$ cat src/hw/rhc_pkg.sv
// Shared constants and carrier types for the humidity sensor command core.
// Assumes a byte-level bus front end that decodes addressing and ACK timing.
package rhc_pkg;

   // ******************************************************************
   // Command codes
   // ******************************************************************
   localparam logic [7:0] CMD_MEAS_HIGH   = 8'hFD;
   localparam logic [7:0] CMD_MEAS_MED    = 8'hF6;
   localparam logic [7:0] CMD_MEAS_LOW    = 8'hE0;
   localparam logic [7:0] CMD_SERIAL      = 8'h89;
   localparam logic [7:0] CMD_SOFT_RESET  = 8'h94;
   localparam logic [7:0] CMD_H200_LONG   = 8'h39;
   localparam logic [7:0] CMD_H200_SHORT  = 8'h32;
   localparam logic [7:0] CMD_H110_LONG   = 8'h2F;
   localparam logic [7:0] CMD_H110_SHORT  = 8'h24;
   localparam logic [7:0] CMD_H20_LONG    = 8'h1E;
   localparam logic [7:0] CMD_H20_SHORT   = 8'h15;
   localparam logic [7:0] CMD_GC_RESET    = 8'h06;

   // ******************************************************************
   // Heater power levels and checksum
   // ******************************************************************
   localparam logic [1:0] PWR_OFF         = 2'h0;
   localparam logic [1:0] PWR_20MW        = 2'h1;
   localparam logic [1:0] PWR_110MW       = 2'h2;
   localparam logic [1:0] PWR_200MW       = 2'h3;
   localparam logic [7:0] CRC_POLY        = 8'h31;
   localparam logic [7:0] CRC_INIT        = 8'hFF;
   localparam logic [7:0] IDLE_BYTE       = 8'hFF;
   localparam logic [2:0] RESP_BYTES      = 3'h6;

   // ******************************************************************
   // Timing
   // ******************************************************************
   localparam int         CLK_PERIOD_NS   = 20;
   localparam int         HEAT_LONG_NS    = 1_000_000_000;
   localparam int         HEAT_SHORT_NS   = 100_000_000;
   localparam logic [25:0] HEAT_LONG_CYC  = 26'(HEAT_LONG_NS / CLK_PERIOD_NS);
   localparam logic [25:0] HEAT_SHORT_CYC = 26'(HEAT_SHORT_NS / CLK_PERIOD_NS);
   localparam logic [25:0] CNT_ONE        = 26'h0000001;

   // ******************************************************************
   // Carrier types
   // ******************************************************************
   typedef struct packed {
      logic       valid;    // One-cycle pulse per received command byte
      logic       gencall;  // Byte came in on the general call address
      logic [7:0] code;
   } rhc_cmd_t;

   typedef struct packed {
      logic        done;    // One-cycle pulse from the measurement engine
      logic [15:0] temp;
      logic [15:0] hum;     // humidity_raw_word
   } rhc_meas_t;

   typedef struct packed {
      logic       en;
      logic [1:0] pwr;
   } rhc_heat_t;

   typedef struct packed {
      logic       valid;
      logic [7:0] data;
   } rhc_byte_t;

endpackage : rhc_pkg

$ cat src/hw/rhc_crc8.sv
// Combinational CRC-8 over one 16-bit word, MSB first.
// Assumes the caller registers the result where timing matters.
`timescale 1ns/1ns
module rhc_crc8 (
   input  wire logic [15:0] i_word,
   output logic      [7:0]  o_crc
);

   // ******************************************************************
   // Bitwise shift loop, no reflection and no final XOR
   // ******************************************************************
   always_comb begin
      logic [7:0] c;
      c = rhc_pkg::CRC_INIT;
      for (int b = 15; b >= 0; b--) begin
         if (c[7] ^ i_word[b]) begin
            c = {c[6:0], 1'b0} ^ rhc_pkg::CRC_POLY;
         end else begin
            c = {c[6:0], 1'b0};
         end
      end
      o_crc = c;
   end

endmodule : rhc_crc8

$ cat src/hw/rhc_core.sv
// Command core of a humidity and temperature sensor: heater sequencing,
// reset and abort, serial number and result readout with checksums.
// Assumes a bus front end that delivers command bytes, read headers and
// byte requests as one-cycle pulses, and a measurement engine with a done pulse.
//
// Overview of operation
// - Serial number fixed, no command changes it.
// - Serial returns two words, each with checksum.
// - Soft reset command to own address resets.
// - General call byte 0x06 resets device.
// - Power removal gives full reset.
// - Any reset abandons running measurement or heating.
// - Heater command turns heater on, starts countdown.
// - Countdown expiry starts high measurement, heater on.
// - Heater off after measurement; results become readable.
// - Three powers, two durations, one command each.
// - Heater countdown at most one second, no off command.
// - Busy device refuses read header, never stretches.
// - Checksum CRC-8, poly 0x31, init 0xFF.
// - Heater codes 0x39..0x15, six-byte answer each.
`timescale 1ns/1ns
module rhc_core #(
   parameter logic [25:0] HEAT_LONG_CYC  = rhc_pkg::HEAT_LONG_CYC,
   parameter logic [25:0] HEAT_SHORT_CYC = rhc_pkg::HEAT_SHORT_CYC,
   parameter logic [31:0] SERIAL_NUM     = 32'h1234_5678 // Arbitrary value
) (
   input  wire logic               I_CLK,
   input  wire logic               I_RST,
   input  wire rhc_pkg::rhc_cmd_t  I_CMD,
   input  wire logic               I_RD_HDR,
   input  wire logic               I_BYTE_REQ,
   input  wire rhc_pkg::rhc_meas_t I_MEAS,
   output logic                    O_HDR_ACK,
   output logic                    O_HDR_NACK,
   output rhc_pkg::rhc_byte_t      O_BYTE,
   output rhc_pkg::rhc_heat_t      O_HEAT,
   output logic                    O_MEAS_START,
   output logic                    O_BUSY
);

   // ******************************************************************
   // State and storage
   // ******************************************************************
   typedef enum logic [2:0] {
      ST_IDLE  = 3'b000,
      ST_HEAT  = 3'b001,
      ST_HMEAS = 3'b010,
      ST_MEAS  = 3'b011,
      ST_READY = 3'b100
   } rhc_state_t;

   rhc_state_t         state_ff,  nxt_state;
   rhc_pkg::rhc_heat_t heat_ff,   nxt_heat;
   logic [25:0]        cnt_ff,    nxt_cnt;
   logic [15:0]        res_ff [2];
   logic [15:0]        nxt_res [2];
   logic [47:0]        tx_ff,     nxt_tx;
   logic [2:0]         left_ff,   nxt_left;
   rhc_pkg::rhc_byte_t byte_ff,   nxt_byte;
   logic               ack_ff,    nxt_ack;
   logic               nack_ff,   nxt_nack;
   logic               mstart_ff, nxt_mstart;
   logic               busy_ff,   nxt_busy;
   logic [7:0]         crc_w [2];
   logic               do_reset;
   logic               own_cmd;

   // ******************************************************************
   // One checksum per result word
   // ******************************************************************
   generate
      for (genvar w = 0; w < 2; w++) begin : g_crc
         rhc_crc8 u_crc (
            .i_word (res_ff[w]),
            .o_crc  (crc_w[w])
         );
      end
   endgenerate

   // Reset decode: own-address soft reset or general call reset
   assign do_reset = I_CMD.valid &
                     ((~I_CMD.gencall & (I_CMD.code == rhc_pkg::CMD_SOFT_RESET)) |
                      (I_CMD.gencall & (I_CMD.code == rhc_pkg::CMD_GC_RESET)));
   // General call bytes other than reset are not ours
   assign own_cmd  = I_CMD.valid & ~I_CMD.gencall;

   // ******************************************************************
   // Next-state logic
   // ******************************************************************
   always_comb begin
      nxt_state  = state_ff;
      nxt_heat   = heat_ff;
      nxt_cnt    = cnt_ff;
      nxt_res    = res_ff;
      nxt_tx     = tx_ff;
      nxt_left   = left_ff;
      nxt_ack    = 1'b0;
      nxt_nack   = 1'b0;
      nxt_mstart = 1'b0;
      nxt_byte   = '{valid: 1'b0, data: rhc_pkg::IDLE_BYTE};
      // Byte readout runs independently of the command sequencer
      if (I_BYTE_REQ) begin
         nxt_byte.valid = 1'b1;
         if (left_ff != 3'h0) begin
            nxt_byte.data = tx_ff[47:40];
            nxt_tx        = {tx_ff[39:0], rhc_pkg::IDLE_BYTE};
            nxt_left      = left_ff - 3'h1;
         end
      end
      if (do_reset) begin
         // Abort wins over everything; ACK itself comes from the front end
         nxt_state = ST_IDLE;
         nxt_heat  = '{en: 1'b0, pwr: rhc_pkg::PWR_OFF};
         nxt_cnt   = '0;
         nxt_left  = 3'h0;
      end else begin
         case (state_ff)
            ST_IDLE, ST_READY: begin
               if (own_cmd) begin
                  case (I_CMD.code)
                     rhc_pkg::CMD_MEAS_HIGH, rhc_pkg::CMD_MEAS_MED,
                     rhc_pkg::CMD_MEAS_LOW: begin
                        nxt_state  = ST_MEAS;
                        nxt_mstart = 1'b1;
                     end
                     rhc_pkg::CMD_SERIAL: begin
                        nxt_res[0] = SERIAL_NUM[31:16];
                        nxt_res[1] = SERIAL_NUM[15:0];
                        nxt_state  = ST_READY;
                     end
                     rhc_pkg::CMD_H200_LONG, rhc_pkg::CMD_H200_SHORT,
                     rhc_pkg::CMD_H110_LONG, rhc_pkg::CMD_H110_SHORT,
                     rhc_pkg::CMD_H20_LONG,  rhc_pkg::CMD_H20_SHORT: begin
                        nxt_state   = ST_HEAT;
                        nxt_heat.en = 1'b1;
                        // Power from the upper code group, duration from the pair
                        case (I_CMD.code)
                           rhc_pkg::CMD_H200_LONG, rhc_pkg::CMD_H200_SHORT:
                              nxt_heat.pwr = rhc_pkg::PWR_200MW;
                           rhc_pkg::CMD_H110_LONG, rhc_pkg::CMD_H110_SHORT:
                              nxt_heat.pwr = rhc_pkg::PWR_110MW;
                           default:
                              nxt_heat.pwr = rhc_pkg::PWR_20MW;
                        endcase
                        if (I_CMD.code == rhc_pkg::CMD_H200_LONG ||
                            I_CMD.code == rhc_pkg::CMD_H110_LONG ||
                            I_CMD.code == rhc_pkg::CMD_H20_LONG) begin
                           nxt_cnt = HEAT_LONG_CYC;
                        end else begin
                           nxt_cnt = HEAT_SHORT_CYC;
                        end
                     end
                     default: ;
                  endcase
               end else if (I_RD_HDR) begin
                  if (state_ff == ST_READY) begin
                     // Result handed out once, then gone
                     nxt_ack   = 1'b1;
                     nxt_state = ST_IDLE;
                     nxt_tx    = {res_ff[0], crc_w[0], res_ff[1], crc_w[1]};
                     nxt_left  = rhc_pkg::RESP_BYTES;
                  end else begin
                     nxt_nack  = 1'b1;
                  end
               end
            end
            ST_HEAT: begin
               // Countdown only; no command can stop it but a reset
               nxt_cnt = cnt_ff - rhc_pkg::CNT_ONE;
               if (cnt_ff == rhc_pkg::CNT_ONE) begin
                  nxt_state  = ST_HMEAS;
                  nxt_mstart = 1'b1;
               end
               nxt_nack = I_RD_HDR;
            end
            ST_HMEAS, ST_MEAS: begin
               if (I_MEAS.done) begin
                  nxt_heat  = '{en: 1'b0, pwr: rhc_pkg::PWR_OFF};
                  nxt_res[0] = I_MEAS.temp;
                  nxt_res[1] = I_MEAS.hum;
                  nxt_state  = ST_READY;
               end
               nxt_nack = I_RD_HDR;
            end
            default: nxt_state = ST_IDLE;
         endcase
      end
      // Busy is registered from the next state so the port comes from a flop
      nxt_busy = (nxt_state == ST_HEAT) || (nxt_state == ST_HMEAS) ||
                 (nxt_state == ST_MEAS);
   end

   // ******************************************************************
   // Registers; power-down reset clears all
   // ******************************************************************
   always_ff @(posedge I_CLK or posedge I_RST) begin
      if (I_RST) begin
         state_ff  <= ST_IDLE;
         heat_ff   <= '{en: 1'b0, pwr: rhc_pkg::PWR_OFF};
         cnt_ff    <= '0;
         res_ff    <= '{16'h0000, 16'h0000};
         tx_ff     <= '0;
         left_ff   <= 3'h0;
         byte_ff   <= '{valid: 1'b0, data: rhc_pkg::IDLE_BYTE};
         ack_ff    <= 1'b0;
         nack_ff   <= 1'b0;
         mstart_ff <= 1'b0;
         busy_ff   <= 1'b0;
      end else begin
         state_ff  <= nxt_state;
         heat_ff   <= nxt_heat;
         cnt_ff    <= nxt_cnt;
         res_ff    <= nxt_res;
         tx_ff     <= nxt_tx;
         left_ff   <= nxt_left;
         byte_ff   <= nxt_byte;
         ack_ff    <= nxt_ack;
         nack_ff   <= nxt_nack;
         mstart_ff <= nxt_mstart;
         busy_ff   <= nxt_busy;
      end
   end

   assign O_HEAT       = heat_ff;
   assign O_BYTE       = byte_ff;
   assign O_HDR_ACK    = ack_ff;
   assign O_HDR_NACK   = nack_ff;
   assign O_MEAS_START = mstart_ff;
   assign O_BUSY       = busy_ff;
endmodule : rhc_core

$ cat config.mk
export PLATFORM = sky130hd
export DESIGN_NAME = rhc_core
export DESIGN_NICKNAME = d
export VERILOG_FILES = /design/src/hw/rhc_pkg.sv /design/src/hw/rhc_crc8.sv /design/src/hw/rhc_core.sv
export SDC_FILE = /design/constraint.sdc
export NUM_CORES = 1
export LEC_CHECK = 0
export ABC_AREA = 1
export BUFFER_PORTS_ARGS = -buffer_cell sky130_fd_sc_hd__buf_4
export CELL_PAD_IN_SITES_DETAIL_PLACEMENT = 0
export CELL_PAD_IN_SITES_GLOBAL_PLACEMENT = 1
export CORE_MARGIN = 2
export CORE_UTILIZATION = 40
export CTS_BUF_LIST = sky130_fd_sc_hd__clkbuf_8
export DETAILED_ROUTE_END_ITERATION = 6
export GPL_ROUTABILITY_DRIVEN = 0
export PLACE_DENSITY_LB_ADDON = 0.3
export SETUP_SLACK_MARGIN = 0.15
export SYNTH_ARGS = -nofsm -noshare
export SYNTH_HDL_FRONTEND = slang
export SYNTH_SLANG_ARGS = --single-unit
export TNS_END_PERCENT = 10
$ cat constraint.sdc
create_clock -name I_CLK -period 14.25 [get_ports I_CLK]
set_input_delay 4.275 -clock I_CLK [delete_from_list [all_inputs] [get_ports I_CLK]]
set_output_delay 4.275 -clock I_CLK [all_outputs]
set_load 0.02 [all_outputs]
* Yosys cells after proc, flatten, opt, wreduce, memory -nomap -nowiden *
Index checks and enable logic that the tools add are counted.

operators by class
  add/sub/neg operators = 2
  equal/unequal tests = 26
  mux-type cells = 86
  bitwise gates (word level) = 67
  reduce and logical (&&, ||, !) cells = 19

operators by type and width
  kind                   number
  $mux 48                7
  $mux 6                 32
  $mux 26                4
  $mux 32                3
  $not 3->3              30
  $pmux 32 s2            1
  $pmux 26 s2            1
  $mux 3                 17
  $eq 8x8->1 const B     5
  $eq 8x6->1 const B     4
  $eq 26x1->1 const B    1
  $sub 26x1->26 const B  1
  $xor 1x1->1            26
  $pmux 3 s3             2
  $eq 8x5->1 const B     2
  $mux 1                 13
  $eq 3x2->1 const B     4
  $mux 9                 1
  $reduce_bool 3->1      3
  $eq 8x3->1 const B     1
  $mux 8                 1
  $reduce_or 2->1        4
  $eq 3x1->1 const B     2
  $ne 3x3->1 const B     2
  other kinds (20)       33

word-level totals
  bits in registers = 128
  bits of input ports = 47
  output and inout bits = 16
  word-level logic and storage cells = 214

* Depth between registers and ports, before layout *
  depth after elaboration = 36
  gate-level depth with buffers = 19
  mapped depth without buffers = 18

* By module *
Synthesis repeated with hierarchy kept, for this count alone.

unflattened totals
  cells, all modules = 1,134
  area, all modules = 8,055.2 um^2

modules (own cells, without submodules)
  module    times used  cells an instance  area an instance (um^2)  sequential area each (um^2)
  rhc_core  1           844                6,588.8                  3,213.1
  rhc_crc8  2           145                733.2                    0.0

* Worst setup path after synthesis *
OpenSTA, ideal clock, no wires.

  kind = input -> register
  start point = input port I_CMD[3] in the netlist's numbering
  end point = register cnt_ff[3]
  library setup time = 135 ps
  arrival = 5,578 ps
  required time = 14,115 ps
  slack = 8,537 ps
  stages on the path = 13
  cells stage by stage = inv_1 nand2_1 nor2_1 nand3_1 nand2_1 nand3_2 nand2_1 o21a_1 nand2_1 buf_2 buf_2 nand2_1 o31ai_1

between the ends
  word-level cells in the longest chain between the ends = 6

ends and longest elaborated chain
  element                                                    RTL line                        text
  start, declared                                            rhc_core.sv:29                  input wire rhc_pkg::rhc_cmd_t I_CMD,
  $eq 8x8->1 / $eq 8x3->1 (equally long branches)            rhc_core.sv:82, rhc_core.sv:83
  $and 1x1->1 (on tied branches)                             rhc_core.sv:82, rhc_core.sv:83
  $or 1x1->1                                                 rhc_core.sv:82                  ((~I_CMD.gencall & (I_CMD.code == rhc_pkg::CMD_SOFT_RESET)) |
  $and 1x1->1                                                rhc_core.sv:81                  assign do_reset = I_CMD.valid &
  $ne 3x2->1 (no source line), or another cell as far along  n/a
  $reduce_and 3->1 (no source line)                          n/a
  end signal, assigned                                       rhc_core.sv:212                 cnt_ff <= nxt_cnt;
  end, declared                                              rhc_core.sv:54                  logic [25:0] cnt_ff, nxt_cnt;

Parallel ways exist; a longest one is shown, timed or not.
A chain may end at the register's enable or synchronous reset.

* Final worst setup path *
  start point = input port I_CMD[3] in the netlist's numbering
  end point = register cnt_ff[12]

between the ends
  word-level cells in the longest chain between the ends = 8

ends and longest elaborated chain
  element                        RTL line                                           text
  $eq 8x6->1 (on tied branches)  rhc_core.sv:120, rhc_core.sv:145, rhc_core.sv:146
  $logic_or 1x1->1               rhc_core.sv:145                                    if (I_CMD.code == rhc_pkg::CMD_H200_LONG ||
  $logic_or 1x1->1               rhc_core.sv:146                                    I_CMD.code == rhc_pkg::CMD_H110_LONG ||
  $mux 26                        rhc_core.sv:145
  $mux 26                        rhc_core.sv:120                                    case (I_CMD.code)
  $mux 26                        rhc_core.sv:119                                    if (own_cmd) begin
  $pmux 26 s2                    rhc_core.sv:117                                    case (state_ff)
  $mux 26                        rhc_core.sv:110                                    if (do_reset) begin

Parallel ways exist; a longest one is shown, timed or not. The select of a mux whose other input is x is not followed.

==> flow_metrics.tcl <==
set metrics [dict create \
    p_comb_frac 0.381 \
    postSynthAreaPerCell_sq_um 7.24 \
    layout_commonest_cell "nand2_1" \
    tns_ns 0 \
    first_global_vias 6074 \
    synth-edff-count 0 \
    period_needed_ns 6.37 \
    viasPerCell 4.89 \
    cts.clk_slew.worst_paths_ns 0.08 \
    drt_wl_total_um 18100 \
    grt_max_degree 71 \
    first_pass_iters 5 \
    path_max_fanout 29 \
    rsz0062_at_grt "false" \
    hp-start "tx_ff[42]" \
    clk_latency_ns 0.44 \
    netlist-cell-type-count 42 \
    path_common_cell "nand2_1" \
    die_x_um 139 \
    p_seq_frac 0.403 \
    synthToLayoutAreaGrowth_pct 13.7 \
    drv_slew 0 \
    path_class "in -> reg" \
    core_area_sq_um 18000 \
    maxSlewHeadroom 0.313 \
    status "completed" \
    min_path_cells 2 \
    finalNetCount 1114 \
    skew_ns 0.0176 \
    cts_buffers 17 \
    clkPwrFrac 0.215 \
    fin_cells 1305 \
    switching_share 0.395 \
    cts_hold_buf 0 \
    rr_worst_depth 8 \
    setup_violations 0 \
    post_cts_buffers 0 \
    final_hold_viol_count 0 \
    rr_startpoint "state_ff[2]" \
    clk_path_buf_depth 2 \
    postSynth.asyncResetShare 1.00 \
    ios 63 \
    min_period_over_period 0.447 \
    power_density_nw_per_um2 160 \
    synth-xor-area-share 0.0484 \
    die_area_sq_um 19500 \
    r2r_setup_slack_ns 11.39 \
    layout_common_cells "nand2_1, inv_1, dfrtp_1" \
    rows 49 \
    crit_path_start_kind "input port" \
    syn_area_sq_um 7340 \
    drive_above_1_share 0.125 \
    max_slew.worst_pin.slew_ns 1.03 \
    grt_pass1_wl_um 30000 \
    dp_hpwl_um 12600 \
    gr-total-overflow 0 \
    setup_ws_ns 7.88 \
    synth-simple-area-share 0.293 \
    synthMuxAreaShare 0 \
    postSynthCellCount 1014 \
    cts_resized 0 \
    synth_warnings 0 \
    dp_slack_ns 7.39 \
    start_util 0.409 \
    vdd_ir_drop_max_mv 0.0826 \
    htreeDepth 4 \
    hold_class "reg -> reg" \
    synth_adder_area_share 0.00682 \
    synth_nets 1065 \
    yosysSeqAreaShare 0.438 \
    ys.flop_type "dfrtp_1" \
    drc 0 \
    cp_num_buf_inv 2 \
    synth_top_family_by_area "simple AND/OR/NAND/NOR gates" \
    cts-root-buf "clkbuf_8" \
    leakage_uw 0.00421 \
    antenna_found_initial 0 \
    finalPower_uw 1340 \
    crit_family "simple AND/OR/NAND/NOR gates" \
    cts_tree "yes" \
    netSwitchingPower_uw 528 \
    cp.required_ns 14.61 \
    clock_sinks 128 \
    critPathMaxStageDelay_ns 0.60 \
    fill_cells 1875 \
    arrival_ns 6.73 \
    routedWlPerCell_um 13.9 \
    cap_violations 0 \
    antenna_cells 0 \
    reg2reg_to "cnt_ff[12]" \
    drt_iter0_markers 350 \
    num_vias 6385 \
    io_buffers 62 \
    chipHeight_um 139 \
    grt_util_all_layers 0.191 \
    synth_compound_area_frac 0.126 \
    slowest_stage "nand2_1" \
    synth.ff_latch_count 128 \
    ant_nets 0 \
    cp-end-kind "flop" \
    place_inst 1273 \
    p_int_uw 810 \
    crit_chain "buf_4 > inv_1 > nand2_1 > nor2_1 > nand3_1 > nand2_1 > nand3_2 > nand2_1 > o21a_1 > nand2_1 > nor2_2 > nand2_2 > o21ai_0" \
    hold_end "O_BYTE[2]" \
    max_freq_ghz 0.157 \
]
[how the worst max path moves through the flow]
stage                  start          to  slack (ns)  cells past startpoint
global placement    I_CMD[3]  cnt_ff[12]        7.44                     13
finish              I_CMD[3]  cnt_ff[12]        7.88                     13
CTS                 I_CMD[3]  cnt_ff[12]        7.86                     13
floorplan              I_RST      O_BUSY        6.58                      1
global route        I_CMD[3]  cnt_ff[12]        7.52                     13
detailed placement  I_CMD[3]  cnt_ff[12]        7.39                     13
[synth_stat cells, types with 2 or more instances]
cell	number	area, sq um
nand2_1	296	1110
inv_1	125	469
dfrtp_1	120	3000
nor2_1	85	319
nand3_1	80	400
o21ai_0	80	400
a21oi_1	24	120
xor2_1	24	210
a31oi_1	23	144
clkbuf_1	23	86.3
nor3_1	13	65.1
o31ai_1	12	90.1
o21ai_1	11	55.1
xnor2_1	11	96.3
buf_2	10	50.1
nand4_1	9	56.3
dfstp_2	8	210
nand2_2	8	50.1
or2_2	6	37.5
nor2_2	5	31.3
o21a_1	5	37.5
ha_1	4	50.1
nor4_1	4	25.0
o211ai_1	4	30.0
clkbuf_2	3	15.0
inv_2	3	11.3
or2_1	2	12.5
xor2_2	2	32.5
[per-stage QoR]
step / area (sq um) / hold slack [ns] / utilization
finish: 8350 / 0.448 / 0.465
floorplan: 7340 / 0.421 / -
detailed placement: 7990 / 0.432 / 0.445
global placement: 7990 / 0.431 / 0.445
global route: 8350 / 0.476 / 0.465
CTS: 8350 / 0.450 / 0.465
[routing by layer]
| metal | part of all wire | routed length [um] | global-route usage | up-vias |
|---|---|---|---|---|
| met5 | 0 | 0 | 0 | - |
| met4 | 0.0088 | 160 | 0.0425 | 0 |
| met3 | 0.033 | 593 | 0.0413 | 11 |
| met2 | 0.46 | 8370 | 0.314 | 83 |
| met1 | 0.50 | 8960 | 0.259 | 2944 |
| li1 | - | - | - | 3347 |
[logic make-up after synthesis]
logic type,after synthesis
and+or+nand+nor,513
adders and majority gates,4
xor gates and xnor gates,38
AOI/OAI and AO/OA,165
DFF,128
buffers and inverters,166
[worst register-to-register path: cells and delay by family (launching register included)]
family	cells	cell delay, ns
and+or+nand+nor	5	1.61
AOI/OAI and AO/OA	1	0.19
DFF	1	0.43
buffers and inverters	2	0.55
[state kept, by name, indices dropped and copies added (netlist names)]
name,count
O_BUSY,1
O_HDR_ACK,1
state_ff,3
O_HEAT,3
O_MEAS_START,1
cnt_ff,26
O_HDR_NACK,1
O_BYTE,9
left_ff,3
tx_ff,48
res_ff,32
[area by class of cell]
cell class / count / area [sq um] / area share
clock buffer: 20 / 275 / 0.0330
clock inverter: 12 / 82.6 / 0.00989
inverter: 128 / 485 / 0.0581
multi-input combinational: 720 / 3500 / 0.419
sequential: 128 / 3210 / 0.385
tap: 229 / 287 / 0.0343
timing repair buffer: 68 / 510 / 0.0611
[power groups by stage]
stage               Sequential [uW]  Combinational [uW]  Clock [uW]
detailed placement              545                 514           0
global placement                545                 510           0
global route                    552                 586         314
CTS                             540                 517         298
finish                          540                 511         288
floorplan                       541                 386           0
No activity file was read; power rests on OpenSTA's default activity.
